File: src/alz_pkg.sv
// Constants and carrier types for the angle linearization stage.
// Assumes a 10 MHz system clock and a nonvolatile store that answers a read one cycle later.
// Overview of operation
// - Thirty-two stored coefficients correct the angle.
// - Coefficient k sits at k times 11.25 degrees.
// - Coefficient is subtracted from angle, never added.
// - Coefficients are 12-bit two's-complement values.
// - Scale bit doubles the weight per step.
// - Between breakpoints, interpolate linearly between neighbours.
// - Latency identical with correction on or off.
// - Disabled correction ignores coefficient storage.
// - Low-power tracking uses uncorrected angle only.
// - Wake when angle rate exceeds programmable threshold.
// - Default threshold keeps device awake above 100 RPM.
// - Wake decision uses uncorrected angle change only.
// - Reload coefficients and settings before producing angles.
package alz_pkg;
  localparam int ANG_W        = 15;
  localparam int COEF_W       = 12;
  localparam int NUM_COEF     = 32;
  localparam int SEG_W        = 5;
  localparam int FRAC_W       = ANG_W - SEG_W;
  localparam int NV_ADDR_W    = 6;
  // Nonvolatile word addresses.
  localparam logic [NV_ADDR_W-1:0] NV_ADR_CFG    = 6'h20;
  localparam logic [NV_ADDR_W-1:0] NV_ADR_THRESH = 6'h21;
  // Field positions in the configuration word.
  localparam int CFG_EN_BIT    = 0;
  localparam int CFG_SCALE_BIT = 1;
  // Reset values of the shadow settings.
  localparam logic [COEF_W-1:0] COEF_RST   = 12'h000;
  localparam logic              EN_RST     = 1'b0;
  localparam logic              SCALE_RST  = 1'b0;
  // 100 RPM is 600 deg/s; over 1 ms that is 0.6 deg, about 55 angle LSB.
  localparam logic [COEF_W-1:0] THRESH_RST = 12'h037;
  // Wake evaluation window and pipeline depth.
  localparam int CLK_MHZ      = 10;
  localparam int WAKE_WIN_US  = 1000;
  localparam int WAKE_WIN_CYC = WAKE_WIN_US * CLK_MHZ;
  localparam int PIPE_DEPTH   = 3;

  typedef struct packed {
    logic             valid;
    logic [ANG_W-1:0] angle;
  } alz_angle_t;
endpackage : alz_pkg

File: src/alz_linearizer.sv
// Piecewise-linear angle correction between the angle datapath and the output formatters.
// Assumes angle samples are synchronous to SYS_CLK_IN and nonvolatile reads return in one cycle.
`timescale 1ns/10ps
module alz_linearizer #(
  parameter int WAKE_WIN = alz_pkg::WAKE_WIN_CYC
) (
  input  wire logic                               SYS_CLK_IN,
  input  wire logic                               RSTN_IN,
  input  wire alz_pkg::alz_angle_t                ANGLE_IN,
  input  wire logic                               LP_MODE_IN,
  input  wire logic [alz_pkg::COEF_W-1:0]         NV_DATA_IN,
  output      logic                               NV_RD_OUT,
  output      logic [alz_pkg::NV_ADDR_W-1:0]      NV_ADDR_OUT,
  output      alz_pkg::alz_angle_t                ANGLE_OUT,
  output      logic                               READY_OUT,
  output      logic                               WAKE_OUT
);
  import alz_pkg::*;

  typedef enum logic [1:0] {ST_LOAD, ST_RUN} alz_state_t;

  alz_state_t                 state;
  logic [COEF_W-1:0]          coef [NUM_COEF];
  logic                       lin_en;
  logic                       correction_scale_select;
  logic [COEF_W-1:0]          wake_thresh;
  logic                       rd_q;
  logic [NV_ADDR_W-1:0]       addr_q;

  function automatic logic signed [COEF_W:0] sext(input logic [COEF_W-1:0] c);
    sext = {c[COEF_W-1], c};
  endfunction : sext

  // Power-up shadow load: 32 coefficients, then configuration, then threshold.
  wire load_last = rd_q && (addr_q == NV_ADR_THRESH);
  always_ff @(posedge SYS_CLK_IN) begin
    if (!RSTN_IN) begin
      state       <= ST_LOAD;
      NV_RD_OUT   <= 1'b0;
      NV_ADDR_OUT <= 6'h00;
      rd_q        <= 1'b0;
      addr_q      <= 6'h00;
      READY_OUT   <= 1'b0;
    end else begin
      rd_q   <= NV_RD_OUT;
      addr_q <= NV_ADDR_OUT;
      case (state)
        ST_LOAD: begin
          // Once the threshold word is back the read must not restart, or the store sees a stray access.
          NV_RD_OUT <= (NV_ADDR_OUT != NV_ADR_THRESH) || (!NV_RD_OUT && !rd_q);
          if (NV_RD_OUT && NV_ADDR_OUT != NV_ADR_THRESH) begin
            NV_ADDR_OUT <= NV_ADDR_OUT + 6'h01;
          end
          if (NV_RD_OUT && NV_ADDR_OUT == NV_ADR_THRESH) begin
            NV_RD_OUT <= 1'b0;
          end
          if (load_last) begin
            state     <= ST_RUN;
            READY_OUT <= 1'b1;
          end
        end
        ST_RUN:  NV_RD_OUT <= 1'b0;
        default: state <= ST_LOAD;
      endcase
    end
  end

  genvar gi;
  generate
    for (gi = 0; gi < NUM_COEF; gi++) begin : g_coef
      always_ff @(posedge SYS_CLK_IN) begin
        if (!RSTN_IN) begin
          coef[gi] <= COEF_RST;
        end else if (rd_q && addr_q == NV_ADDR_W'(gi)) begin
          coef[gi] <= NV_DATA_IN;
        end
      end
    end
  endgenerate

  always_ff @(posedge SYS_CLK_IN) begin
    if (!RSTN_IN) begin
      lin_en                  <= EN_RST;
      correction_scale_select <= SCALE_RST;
      wake_thresh             <= THRESH_RST;
    end else begin
      if (rd_q && addr_q == NV_ADR_CFG) begin
        lin_en                  <= NV_DATA_IN[CFG_EN_BIT];
        correction_scale_select <= NV_DATA_IN[CFG_SCALE_BIT];
      end
      if (rd_q && addr_q == NV_ADR_THRESH) begin
        wake_thresh <= NV_DATA_IN;
      end
    end
  end

  // Stage 1: pick the two neighbouring breakpoints. Angles are refused until the shadow load ends.
  wire              in_take = ANGLE_IN.valid && READY_OUT;
  wire [SEG_W-1:0]  seg_lo  = ANGLE_IN.angle[ANG_W-1:FRAC_W];
  wire [SEG_W-1:0]  seg_hi  = seg_lo + 5'h01;
  wire [FRAC_W-1:0] frac_in = ANGLE_IN.angle[FRAC_W-1:0];

  logic                     v1;
  logic [ANG_W-1:0]         a1;
  logic signed [COEF_W:0]   c0;
  logic signed [COEF_W:0]   c1;
  logic [FRAC_W-1:0]        f1;
  always_ff @(posedge SYS_CLK_IN) begin
    if (!RSTN_IN) begin
      v1 <= 1'b0;
      a1 <= 15'h0000;
      c0 <= 13'h0000;
      c1 <= 13'h0000;
      f1 <= 10'h000;
    end else begin
      v1 <= in_take;
      a1 <= ANGLE_IN.angle;
      c0 <= sext(coef[seg_lo]);
      c1 <= sext(coef[seg_hi]);
      f1 <= frac_in;
    end
  end

  // Stage 2: interpolated correction. One coefficient LSB equals one angle LSB at the low scale.
  wire signed [COEF_W+1:0]        cdiff = (COEF_W+2)'(c1) - (COEF_W+2)'(c0);
  wire signed [COEF_W+FRAC_W+2:0] prod  = cdiff * $signed({1'b0, f1});
  wire signed [COEF_W+1:0]        step  = (COEF_W+2)'(prod >>> FRAC_W);
  wire signed [COEF_W+1:0]        corr  = (COEF_W+2)'(c0) + step;

  logic                     v2;
  logic [ANG_W-1:0]         a2;
  logic signed [COEF_W+1:0] corr2;
  always_ff @(posedge SYS_CLK_IN) begin
    if (!RSTN_IN) begin
      v2    <= 1'b0;
      a2    <= 15'h0000;
      corr2 <= 14'h0000;
    end else begin
      v2    <= v1;
      a2    <= a1;
      corr2 <= correction_scale_select ? (corr <<< 1) : corr;
    end
  end

  // Stage 3: subtract and wrap modulo a full turn. The raw path keeps the same depth.
  wire [ANG_W-1:0] lin_ang = a2 - ANG_W'(corr2);
  wire [ANG_W-1:0] sel_ang = lin_en ? lin_ang : a2;
  always_ff @(posedge SYS_CLK_IN) begin
    if (!RSTN_IN) begin
      ANGLE_OUT <= '0;
    end else begin
      ANGLE_OUT.valid <= v2;
      ANGLE_OUT.angle <= sel_ang;
    end
  end

  // Wake tracker on the raw input angle; the corrected path is never consulted.
  logic [31:0]      win_cnt;
  logic [ANG_W-1:0] ref_ang;
  wire              win_end = LP_MODE_IN && (win_cnt == 32'(WAKE_WIN - 1));
  wire [ANG_W-1:0]  dang    = ANGLE_IN.angle - ref_ang;
  wire [ANG_W-1:0]  dabs    = dang[ANG_W-1] ? (~dang + 15'h0001) : dang;
  wire              fast    = dabs > ANG_W'(wake_thresh);
  always_ff @(posedge SYS_CLK_IN) begin
    if (!RSTN_IN) begin
      win_cnt  <= 32'h0000_0000;
      ref_ang  <= 15'h0000;
      WAKE_OUT <= 1'b0;
    end else begin
      WAKE_OUT <= win_end && fast;
      if (!LP_MODE_IN || win_end) begin
        win_cnt <= 32'h0000_0000;
        ref_ang <= ANGLE_IN.angle;
      end else begin
        win_cnt <= win_cnt + 32'h0000_0001;
      end
    end
  end

  // Helper for the breakpoint check: scaled coefficient at the incoming segment.
  wire signed [COEF_W+1:0] bp_corr = correction_scale_select ? ((COEF_W+2)'(sext(coef[seg_lo])) <<< 1)
                                                             : (COEF_W+2)'(sext(coef[seg_lo]));
  wire signed [COEF_W:0]   c_min   = (c0 < c1) ? c0 : c1;
  wire signed [COEF_W:0]   c_max   = (c0 < c1) ? c1 : c0;

  AST_LATENCY: assert property (@(posedge SYS_CLK_IN) disable iff (!RSTN_IN)
    in_take |-> ##3 ANGLE_OUT.valid)
    else $error("Angle did not emerge three cycles after input.");
  AST_NO_EARLY: assert property (@(posedge SYS_CLK_IN) disable iff (!RSTN_IN)
    !READY_OUT |-> !ANGLE_OUT.valid)
    else $error("Angle produced before settings were loaded.");
  AST_BYPASS: assert property (@(posedge SYS_CLK_IN) disable iff (!RSTN_IN)
    (in_take && !lin_en) ##3 !lin_en |-> ANGLE_OUT.angle == $past(ANGLE_IN.angle, 3))
    else $error("Disabled correction altered the angle.");
  AST_BREAKPOINT: assert property (@(posedge SYS_CLK_IN) disable iff (!RSTN_IN)
    (in_take && lin_en && frac_in == 10'h000) |->
      ##3 ANGLE_OUT.angle == ANG_W'($past(ANGLE_IN.angle, 3) - ANG_W'($past(bp_corr, 3))))
    else $error("Breakpoint output is not angle minus coefficient.");
  AST_INTERP: assert property (@(posedge SYS_CLK_IN) disable iff (!RSTN_IN)
    (v1 && !correction_scale_select) ##1 !correction_scale_select |->
      (corr2 >= (COEF_W+2)'($past(c_min))) && (corr2 <= (COEF_W+2)'($past(c_max))))
    else $error("Interpolated correction outside neighbour span.");
  AST_SCALE: assert property (@(posedge SYS_CLK_IN) disable iff (!RSTN_IN)
    correction_scale_select && $stable(correction_scale_select) && v2 |-> corr2[0] == 1'b0)
    else $error("Doubled scale gave an odd correction.");
  AST_WAKE: assert property (@(posedge SYS_CLK_IN) disable iff (!RSTN_IN)
    (win_end && fast) |=> WAKE_OUT ##1 !WAKE_OUT)
    else $error("Wake pulse missing or too long.");
  AST_WAKE_LP: assert property (@(posedge SYS_CLK_IN) disable iff (!RSTN_IN)
    WAKE_OUT |-> $past(LP_MODE_IN) && $past(dabs) > ANG_W'($past(wake_thresh)))
    else $error("Wake without fast raw rotation in low power.");
  AST_LOAD: assert property (@(posedge SYS_CLK_IN) disable iff (!RSTN_IN)
    $rose(READY_OUT) |-> $past(rd_q) && $past(addr_q) == NV_ADR_THRESH)
    else $error("Ready rose before the shadow load completed.");
  // The store stays untouched after the load, so user words there are never read back.
  AST_NV_QUIET: assert property (@(posedge SYS_CLK_IN) disable iff (!RSTN_IN)
    READY_OUT |-> !NV_RD_OUT)
    else $error("Store read after the shadow load finished.");
  AST_READY_HOLD: assert property (@(posedge SYS_CLK_IN) disable iff (!RSTN_IN)
    READY_OUT |=> READY_OUT)
    else $error("Ready dropped without a reset.");
  AST_RAW_PATH: assert property (@(posedge SYS_CLK_IN) disable iff (!RSTN_IN)
    (v2 && !lin_en) |=> ANGLE_OUT.angle == $past(a2))
    else $error("Raw path did not pass the uncorrected angle.");
endmodule : alz_linearizer

File: config.mk
export PLATFORM = sky130hd
export DESIGN_NAME = alz_linearizer
export DESIGN_NICKNAME = d
export VERILOG_FILES = /design/src/alz_pkg.sv /design/src/alz_linearizer.sv
export SDC_FILE = /design/constraint.sdc
export NUM_CORES = 1
export LEC_CHECK = 0
export BUFFER_PORTS_ARGS = -buffer_cell sky130_fd_sc_hd__buf_4
export CAP_MARGIN = 10
export CORE_MARGIN = 2
export CORE_UTILIZATION = 45
export DETAILED_ROUTE_END_ITERATION = 16
export MAX_ROUTING_LAYER = met4
export PLACE_DENSITY = 0.66
export SETUP_SLACK_MARGIN = 0.4
export SLEW_MARGIN = 10
export SYNTH_ARGS = -nofsm -noshare
export SYNTH_HDL_FRONTEND = slang
export SYNTH_SLANG_ARGS = --single-unit
File: constraint.sdc
create_clock -name SYS_CLK_IN -period 11.5 [get_ports SYS_CLK_IN]
set_input_delay 0.575 -clock SYS_CLK_IN [delete_from_list [all_inputs] [get_ports SYS_CLK_IN]]
set_output_delay 0.575 -clock SYS_CLK_IN [all_outputs]
set_load 0.05 [all_outputs]
== After elaboration in Yosys (flattened, before gate mapping) ==
Memory sizes are Yosys's and may differ from the RTL's. A register that Yosys moved wholly into a read port is not among the register bits.
Index checks and enable logic that the tools add are counted.

* Register bits after elaboration: 151
* Bits in latches: 0
* Bits in writable memories: 384
* Memory bits (read-only): 0
* Input bits: 31
* Output and inout port bits: 25
* Word-level logic and storage cells: 296
* Memories: 1

* Add/sub/neg operators: 8
* Multiply operators: 1
* Divide/modulo/power cells: 0
* Magnitude comparators: 1
* Equal/unequal tests: 38
* Shift operators: 0
* Muxes and demuxes: 136
* Bitwise logic cells: 35
* Reduce and logical (&&, ||, !) cells: 55

{| class="wikitable"
|+ Memory list
! name !! words !! width !! read ports !! clocked after Yosys merged registers in !! wr ports !! line !! RTL
|-
| coef || 32 || 12 || 2 || 2 || 32 || alz_linearizer.sv:23 || <nowiki>logic [COEF_W-1:0] coef [NUM_COEF];</nowiki>
|}

{| class="wikitable"
|+ Operator list
! operator !! number
|-
| two-way mux 12 bit || 32
|-
| two-way mux 1 bit || 98
|-
| equality test 6 x 5 -> 1 bit, second input constant || 16
|-
| equality test 6 x 4 -> 1 bit, second input constant || 8
|-
| logical AND 1 bit || 40
|-
| adder 32 x 1 -> 32 bit, second input constant || 1
|-
| equality test 32 x 14 -> 1 bit, second input constant || 1
|-
| bitwise OR 1 bit || 32
|-
| two-way mux 15 bit || 2
|-
| subtractor 15 bit || 2
|-
| equality test 6 x 3 -> 1 bit, second input constant || 4
|-
| multiplier 13 x 11 -> 24 bit || 1
|-
| equality test 6 bit, second input constant || 3
|-
| adder 15 x 1 -> 15 bit, second input constant || 1
|-
| > comparator 15 x 12 -> 1 bit || 1
|-
| NOT 15 bit || 1
|-
| adder 12 x 14 -> 14 bit || 1
|-
| two-way mux 14 bit || 1
|-
| subtractor 12 x 12 -> 13 bit || 1
|-
| equality test 6 x 2 -> 1 bit, second input constant || 2
|-
| adder 6 x 1 -> 6 bit, second input constant || 1
|-
| equality test 6 x 1 -> 1 bit, second input constant || 1
|-
| zero test 6 bit || 1
|-
| != test 6 bit, second input constant || 1
|-
| other kinds (13) || 22
|}

== Logic depth before layout (Yosys ltp) ==
Gate-level depths: netlist (run 1).

* Depth in word-level cells: 6
* Mapped depth: 39
* Gate-level depth less buffers: 39

== Worst setup path before layout (run 1) ==
Ideal clock, no wire load.

* Path type: register -> register
* Start: reg c1[0] (read register of coef)
* End: reg corr2[13]
* Setup time: 0.060 ns
* Arrival time: 8.157 ns
* Required time: 11.440 ns
* Slack: 3.283 ns
* Cell stages (with the launch flop): 39
* Path buffers: 0
* Clock period less this slack: 8.217 ns
* Cell sequence: dfxtp_1 > inv_1 > ha_1 > fa_1 > nor2b_1 > o21ai_1 > a21boi_1 > o21ai_1 > a21boi_1 > o21ai_1 > nor2b_1 > xnor2_1 > nand2_1 > fa_1 > fa_1 > inv_1 > fa_1 > fa_1 > (+3 left out) > ha_1 > nand2_1 > a21oi_1 > o21ai_1 > a21boi_1 > a41oi_1 > or2_2 > a21oi_1 > nor2_1 > a21oi_1 > ha_1 > or2_2 > o31a_1 > a2111oi_0 > or4b_4 > nand3_1 > or3_1 > nand3_2

* Word-level cells in the longest chain between the ends: 4

{| class="wikitable"
|+ RTL lines
! what !! line !! RTL
|-
| start: declaration || alz_linearizer.sv:106 || <nowiki>logic signed [COEF_W:0] c1;</nowiki>
|-
| subtractor 12 x 12 -> 13 bit || alz_linearizer.sv:125 || <nowiki>wire signed [COEF_W+1:0] cdiff = (COEF_W+2)'(c1) - (COEF_W+2)'(c0);</nowiki>
|-
| multiplier 13 x 11 -> 24 bit || alz_linearizer.sv:126 || <nowiki>wire signed [COEF_W+FRAC_W+2:0] prod = cdiff * $signed({1'b0, f1});</nowiki>
|-
| adder 12 x 14 -> 14 bit || alz_linearizer.sv:128 || <nowiki>wire signed [COEF_W+1:0] corr = (COEF_W+2)'(c0) + step;</nowiki>
|-
| two-way mux 14 bit || alz_linearizer.sv:141 || <nowiki>corr2 <= correction_scale_select ? (corr <<< 1) : corr;</nowiki>
|-
| end signal: assignment || alz_linearizer.sv:141 ||
|-
| end: declaration || alz_linearizer.sv:132 || <nowiki>logic signed [COEF_W+1:0] corr2;</nowiki>
|}

No other way between the ends.
A chain may end at the register's enable or synchronous reset.

== Final worst setup path (run 1) ==
* Start: reg c0[0] (read register of coef)
* End: reg corr2[13]

* Word-level cells in the longest chain between the ends: 4

{| class="wikitable"
|+ RTL lines
! what !! line !! RTL
|-
| start: declaration || alz_linearizer.sv:105 || <nowiki>logic signed [COEF_W:0] c0;</nowiki>
|-
| subtractor 12 x 12 -> 13 bit || alz_linearizer.sv:125 ||
|-
| multiplier 13 x 11 -> 24 bit || alz_linearizer.sv:126 ||
|-
| adder 12 x 14 -> 14 bit * || alz_linearizer.sv:128 ||
|-
| two-way mux 14 bit * || alz_linearizer.sv:141 ||
|}

Every way passes the cells marked *; elsewhere a longest branch is shown, timed or not.

==> impl_results.md, run 1 <==
- Total die area: 78,400 sq um
- Count of placed standard cells including taps: 3,739
- Final net count: 3,098
- Category of the most critical setup path: flop to flop
- Final period utilization: 80.7%
- Buffer count from post-CTS setup fixing: 0
- Via count of the first global-routing pass: 22,400
- Maxcap violations: 0
- Routed wire length per instance: 22.5 um
- Unrepaired setup endpoints after global routing: false
- Worst hold path depth: 3
- Final count of hold timing violations: 0
- Worst R2R End: corr2[13]$_SDFF_PN0_
- Hold Crit Start: ANGLE_IN[6]
- Number of antenna violations at the first check in global routing: 0
- Number of DRC violations after detailed-routing iteration 0: 2,178
- Clock latency reported for the late side of the worst-skew pair: 0.63 ns
- Slowest stage cell on the critical path: o211ai_1
- Worst reg-to-reg path cell count: 36
- Leak pwr: 14.7 nW
- Number of gates resized after CTS: 0
- Status: complete, no violations
- Hold WC Path Type: input port to flop
- Post-route total power: 9.77 mW
- Total overflow reported by the global router: 0
- R2r startpoint: c0[0]$_SDFF_PN0_
- Post-detailed-route count of antenna-violating nets: 0
- Ys Warns: 0
- Final standard cell count with taps included and fillers excluded: 3,840
- Floorplan die width: 280 um
- Highest achievable clock rate: 108 MHz
- Routability cong.: 0.919
- Share of the synthesized area in the top cell type: 33.7%
- Number of buffer cells added on primary ports: 55
- Number of H-tree levels: 2
- Fill cell count: 6,547
- Total count of max-transition violations in the final report: 0
- Largest cells by area after synthesis: edfxtp_1 34%, mux4_2 16%, dfxtp_1 9.6%
- Transition at the pin with the smallest max-transition slack: 1.21 ns
- Global-route total usage across every layer: 23.3%
- Length of the first detailed-routing pass in iterations: 5
- TritonCTS clock tree: yes
- Post-layout worst setup margin: 2.22 ns
- Main flop type after synthesis: edfxtp_1
- Avg Synthesized Cell Area: 12.1 sq um
- Wire length of the first global-routing pass: 135 mm
- Async SR Flop Fraction: 0%
- Final-layout setup total negative slack: 0 ns
- Setup clock skew after layout: 0.0266 ns
- Final core utilization: 49.3%
- Worst stage delay on the critical path: 0.61 ns
- Slew headroom: 19.1%
- Non-Filler Cell Area, Final: 37,300 sq um
- Place WS: 2.27 ns
- Vias per inst: 5.68
- Floorplan core area: 75,700 sq um
- Most frequently used cell type in the post-synthesis netlist: and2_1
- Sequential cell area fraction in the yosys report: 43.2%
- Number of clock sinks seen by CTS: 548
- Power per Cell Area: 262 nW/um^2
- Final setup violating endpoints: 0
- Hold-fix buffers at CTS: 0
- Total number of vias: 21,800
- Data arrival at the endpoint of the critical path: 9.83 ns
- Slack of the worst reg-to-reg path: 2.22 ns
- Max IR drop VDD: 0.277 mV
- Post-detailed-placement half-perimeter wirelength: 61.8 mm
- Yosys reg bits: 548
- Number of enable-type register cells in the synthesized netlist: 384
- DRC Markers: 0
- Critical Path Fanout Max: 10
- Synth-to-layout area growth: 9.00%
- Top cell type by total area after synthesis: edfxtp_1
- Clock edge transition at the registers on the reported setup and hold paths: 0.06 ns
- Required time of the worst setup path: 12.05 ns
- Leading post-synthesis cells by instance count: 469 x and2_1, 384 x edfxtp_1, 255 x inv_1, 240 x mux4_2, 175 x nand2_1
- Capture endpoint of the worst hold path: a1[6]$_SDFF_PN0_
- Nature of the critical path startpoint: flop
- Minimum hold slack: 0.192 ns
- Inserted Diodes: 0
- Num rows: 101
- Combined area of all synthesized cells: 34,300 sq um
- Largest net degree at the start of global routing: 87
- Kind of end point of the critical path: flop
- CTS Root Buffer Type: clkbuf_16
- Post-Syn Nets: 3,117
- Routed Wire Length: 86.5 mm
- Crit-path most repeated cell: fa_1
- Top-level port count: 56
- Number of CTS-inserted buffers: 57
- Maximum buffer depth of the clock tree: 3
- Instance area after placement: 35,600 sq um
- Gate count of the mapped netlist: 2,839
- Post-synth cell types: 76
- Die Ht: 280 um
- Share of post-route cells with drive strength above 1: 15.3%
- Starting density of the core: 45.3%
- Min Tclk post-route: 9.28 ns
worst max-delay path: cells and delay by family (launching register included):
kind	cells	cell delay (ns)
adders and majority gates	9	3.89
AOI/OAI and AO/OA	14	3.35
and+or+nand+nor	9	1.36
DFF	1	0.32
buffers and inverters	3	0.15
xor gates and xnor gates	1	0.15
sequential cells by signal, indices dropped and copies added (netlist names), 6 cells and up:
| name | flops |
|---|---|
| ANGLE_OUT | 16 |
| coef | 384 |
| c0 | 12 |
| c1 | 12 |
| win_cnt | 32 |
| a1 | 15 |
| a2 | 15 |
| NV_ADDR_OUT | 6 |
| wake_thresh | 12 |
| addr_q | 6 |
| corr2 | 14 |
| ref_ang | 15 |
worst max path at each step:
| stage | start | to | slack (ns) | cells after the start |
|---|---|---|---|---|
| final | c0[0]$_SDFF_PN0_ | corr2[13]$_SDFF_PN0_ | 2.22 | 36 |
| after global routing | c0[0]$_SDFF_PN0_ | corr2[13]$_SDFF_PN0_ | 1.38 | 37 |
| after CTS | c0[0]$_SDFF_PN0_ | corr2[13]$_SDFF_PN0_ | 2.21 | 37 |
| after detailed placement | c0[0]$_SDFF_PN0_ | corr2[13]$_SDFF_PN0_ | 2.27 | 37 |
| after floorplan | c1[0]$_SDFF_PN0_ | corr2[13]$_SDFF_PN0_ | 3.28 | 38 |
| after global placement | c1[0]$_SDFF_PN0_ | corr2[13]$_SDFF_PN0_ | 2.42 | 38 |
cells in the final DEF, fill, tap and decap left out, types with 5 or more instances in the layout:
| cell type | netlist | final |
|---|---|---|
| nor3_1 | 25 | 25 |
| nand3_1 | 34 | 34 |
| clkinv_2 | 0 | 9 |
| clkinv_1 | 2 | 11 |
| nand2b_1 | 12 | 12 |
| clkbuf_1 | 131 | 13 |
| or3_1 | 5 | 5 |
| dfxtp_1 | 164 | 164 |
| a22oi_1 | 14 | 14 |
| or2_2 | 5 | 5 |
| o21a_1 | 15 | 15 |
| a21oi_1 | 44 | 44 |
| clkbuf_16 | 0 | 58 |
| nor4_1 | 10 | 10 |
| a21o_1 | 9 | 9 |
| a31oi_1 | 6 | 6 |
| nand3b_1 | 6 | 6 |
| nand4_1 | 13 | 13 |
| buf_4 | 1 | 94 |
| nor2_1 | 131 | 131 |
| nand2_1 | 175 | 175 |
| edfxtp_1 | 384 | 384 |
| ha_1 | 123 | 122 |
| o211ai_1 | 12 | 12 |
| o21ai_1 | 16 | 41 |
| and2_1 | 469 | 469 |
| mux4_2 | 240 | 240 |
| o21ai_0 | 53 | 25 |
| mux2i_1 | 44 | 44 |
| and3_1 | 18 | 18 |
| nor2b_1 | 71 | 71 |
| xor2_1 | 42 | 41 |
| fa_1 | 124 | 124 |
| xnor2_1 | 59 | 58 |
| mux2_1 | 7 | 7 |
| inv_1 | 255 | 255 |
| a21boi_0 | 11 | 11 |
power breakdown:
group	total, mW	internal [mW]	switching, mW
clock network	1.79	1.01	0.777
logic	5.70	2.39	3.31
registers	2.28	2.22	0.0557
total	9.77	5.62	4.14
kinds of logic (layout without fill, tap and decap cells):
group / Yosys count / count (layout) / share of synthesized area (%)
flops: 548 / 548 / 43.2
xor+xnor: 103 / 103 / 2.70
mux: 291 / 291 / 17.3
compound gates: 225 / 225 / 4.26
fa+ha+maj: 247 / 247 / 11.7
buf+inv: 431 / 454 / 4.83
simple gates: 994 / 994 / 15.9
area by class of cell:
cell class | instances | area [sq um] | area share, %
Timing Repair Buffer | 96 | 732 | 1.96
Clock inverter | 27 | 238 | 0.637
Inverter | 257 | 965 | 2.58
Tap cell | 978 | 1220 | 3.28
Multi-Input combinational cell | 1860 | 17800 | 47.7
Clock buffer | 74 | 1540 | 4.13
Sequential cell | 548 | 14800 | 39.7
per-layer routing:
metal,global-route usage (%),vias up,routed length (um)
met5,-,-,0
met4,7.53,0,2910
met3,3.46,140,5990
met2,38.3,733,43100
met1,29.8,11000,34500
li1,-,9919,-
(Power assumes the default switching activity.)
==> run 2, diff against run 1 <==
- clock period: 11.5 -> 9.6 ns (I/O delays scaled with it)
==> run 2 against run 1 <==
Clock-buffer cell count increased by 3; worst setup slack got worse by 1.3 ns; largest power group unchanged; die area unchanged; wire length increased by 0.94%; hold slack got worse by 0.11 ns; combinational power increased by 24%; non-clock buffer count increased by 6; final cell count increased by 0.34%; clock skew decreased by 0.0029 ns; critical path depth increased by 1; clock power increased by 24%.
==> impl_results.md, run 2 (same netlist as run 1, synthesis figures left out) <==
- Status: complete, no violations
- Wire length of the first global-routing pass: 136 mm (+0.93%)
- Routability cong.: 0.920 (about the same)
- Total die area: 78,400 sq um (unchanged)
- Maxcap violations: 0 (unchanged)
- Routed Wire Length: 87.3 mm (+0.94%)
- Hold WC Path Type: input port to flop
- Number of buffer cells added on primary ports: 55 (unchanged)
- Flip-flop count of the largest register after layout: 384 (unchanged)
- Vias per inst: 5.74 (+0.94%)
- Critical path's top delay family: adder cells
- Nature of the critical path startpoint: flop
- Post-route total power: 12.0 mW (+23%)
- Number of clock sinks seen by CTS: 548 (unchanged)
- Max IR drop VDD: 0.441 mV (+59%)
- Minimum hold slack: 0.0774 ns (-0.114 ns)
- TritonCTS clock tree: yes
- Die Ht: 280 um (unchanged)
- Hold-fix buffers at CTS: 0 (unchanged)
- Final setup violating endpoints: 0 (unchanged)
- Number of H-tree levels: 2 (unchanged)
- Slew headroom: 22.8% (+3.7 points)
- Share of post-route cells with drive strength above 1: 16.1% (+0.80 points)
- Via count of the first global-routing pass: 22,800 (+1.8%)
- Final net count: 3,105 (+0.23%)
- Required time of the worst setup path: 10.16 ns (-1.89 ns)
- CTS Root Buffer Type: clkbuf_16
- Largest register by flop count: coef
- Min Tclk post-route: 8.65 ns (-0.628 ns)
- Final core utilization: 49.6% (+0.26 points)
- Post-detailed-route count of antenna-violating nets: 0 (unchanged)
- Post-detailed-placement half-perimeter wirelength: 62.1 mm (+0.37%)
- Power per Cell Area: 320 nW/um^2 (+22%)
- Hold Crit Start: ANGLE_IN[0]
- Number of antenna violations at the first check in global routing: 0 (unchanged)
- Total number of vias: 22,100 (+1.3%)
- Worst reg-to-reg path cell count: 37 (+2.8%)
- Slack of the worst reg-to-reg path: 0.95 ns (-1.27 ns)
- Final period utilization: 90.1% (+9.4 points)
- Routed wire length per instance: 22.7 um (+0.60%)
- Largest regs: coef: 384 flops, win_cnt: 32 flops, ANGLE_OUT: 16 flops
- Final-layout setup total negative slack: 0 ns (unchanged)
- Final count of hold timing violations: 0 (unchanged)
- Highest achievable clock rate: 116 MHz (+7.3%)
- Global-route total usage across every layer: 23.4% (+0.13 points)
- Maximum buffer depth of the clock tree: 3 (unchanged)
- Clock latency reported for the late side of the worst-skew pair: 0.63 ns (about the same)
- Critical Path Fanout Max: 10 (unchanged)
- R2r startpoint: c0[1]$_SDFF_PN0_
- Data arrival at the endpoint of the critical path: 9.21 ns (-0.62 ns)
- Top-level port count: 56 (unchanged)
- Unrepaired setup endpoints after global routing: false
- Length of the first detailed-routing pass in iterations: 5 (unchanged)
- Transition at the pin with the smallest max-transition slack: 1.15 ns (-0.0548 ns)
- Category of the most critical setup path: flop to flop
- Leading cell type in the layout, fill and taps excluded: and2_1
- Leak pwr: 14.8 nW (+0.65%)
- Clock edge transition at the registers on the reported setup and hold paths: 0.06 ns (about the same)
- Largest net degree at the start of global routing: 134 (+54%)
- Number of CTS-inserted buffers: 58 (+1.8%)
- Total count of max-transition violations in the final report: 0 (unchanged)
- Capture endpoint of the worst hold path: a1[0]$_SDFF_PN0_
- Worst stage delay on the critical path: 0.60 ns (about the same)
- Commonest cells after routing, fill and taps aside: 469 x and2_1, 384 x edfxtp_1, 255 x inv_1
- Worst hold path depth: 3 (unchanged)
- Inserted Diodes: 0 (unchanged)
- Floorplan core area: 75,700 sq um (unchanged)
- Total overflow reported by the global router: 0 (unchanged)
- Slowest stage cell on the critical path: fa_1
- Worst R2R End: corr2[13]$_SDFF_PN0_
- Starting density of the core: 45.3% (unchanged)
- Number of DRC violations after detailed-routing iteration 0: 2,231 (+2.4%)
- Synth-to-layout area growth: 9.58%
- Kind of end point of the critical path: flop
- Setup clock skew after layout: 0.0237 ns (-0.00294 ns)
- Number of buffer and inverter stages on the critical path: 4 (+1)
- Num rows: 101 (unchanged)
- Crit-path most repeated cell: fa_1
- Floorplan die width: 280 um (unchanged)
- DRC Markers: 0 (unchanged)
==> run 2: worst max-delay path by stage <==
stage / startpoint / to / slack [ns] / cells after the start
2_1_floorplan: c1[0]$_SDFF_PN0_ / corr2[13]$_SDFF_PN0_ / 1.38 / 38
3_3_place_gp: c0[1]$_SDFF_PN0_ / corr2[13]$_SDFF_PN0_ / 0.69 / 37
3_5_place_dp: c0[1]$_SDFF_PN0_ / corr2[13]$_SDFF_PN0_ / 0.46 / 37
4_1_cts: c0[1]$_SDFF_PN0_ / corr2[13]$_SDFF_PN0_ / 0.42 / 37
5_1_grt: c0[1]$_SDFF_PN0_ / corr2[13]$_SDFF_PN0_ / 0.41 / 38
6_report: c0[1]$_SDFF_PN0_ / corr2[13]$_SDFF_PN0_ / 0.95 / 37
==> run 2: final cells by class <==
cell class	instances	area (sq um)
Fill cell	6461	38200
Multi-Input combinational cell	1860	17900
Sequential cell	548	14800
Clock buffer	77	1580
Tap cell	978	1220
Inverter	257	965
Timing Repair Buffer	102	790
Clock inverter	31	279
==> run 2: power by group <==
group          internal [mW]  leakage (nW)  switching [mW]
registers               2.66          5.31          0.0673
clock network           1.26         0.910           0.960
logic                   2.94          8.55            4.12
==> run 2: per-stage QoR <==
step | instance area, sq um | setup WS, ns | cells
floorplan | 34300 | 1.38 | 2839
global placement | 35600 | 0.695 | 3743
detailed placement | 35600 | 0.465 | 3743
CTS | 37500 | 0.417 | 3851
global route | 37500 | 0.410 | 3853
finish | 37500 | 0.950 | 3853
==> run 2: tightest hold or removal path, delay by kind of cell <==
kind,cells,cell delay [ns]
AND/OR/NAND/NOR,1,0.06
buffers and inverters,2,0.13
==> run 2: repair_timing <==
| item | CTS | global route |
|---|---|---|
| setup endpoints to repair | 0 | 2 |
| setup buffers | 0 | 2 |
| gates resized for setup | 0 | 14 |
==> run 2: routing by layer <==
metal	wire (um)	GRT usage [%]
met1	35600	30.3
met2	43100	38.4
met3	5490	2.84
met4	3180	8.13
met5	0	-
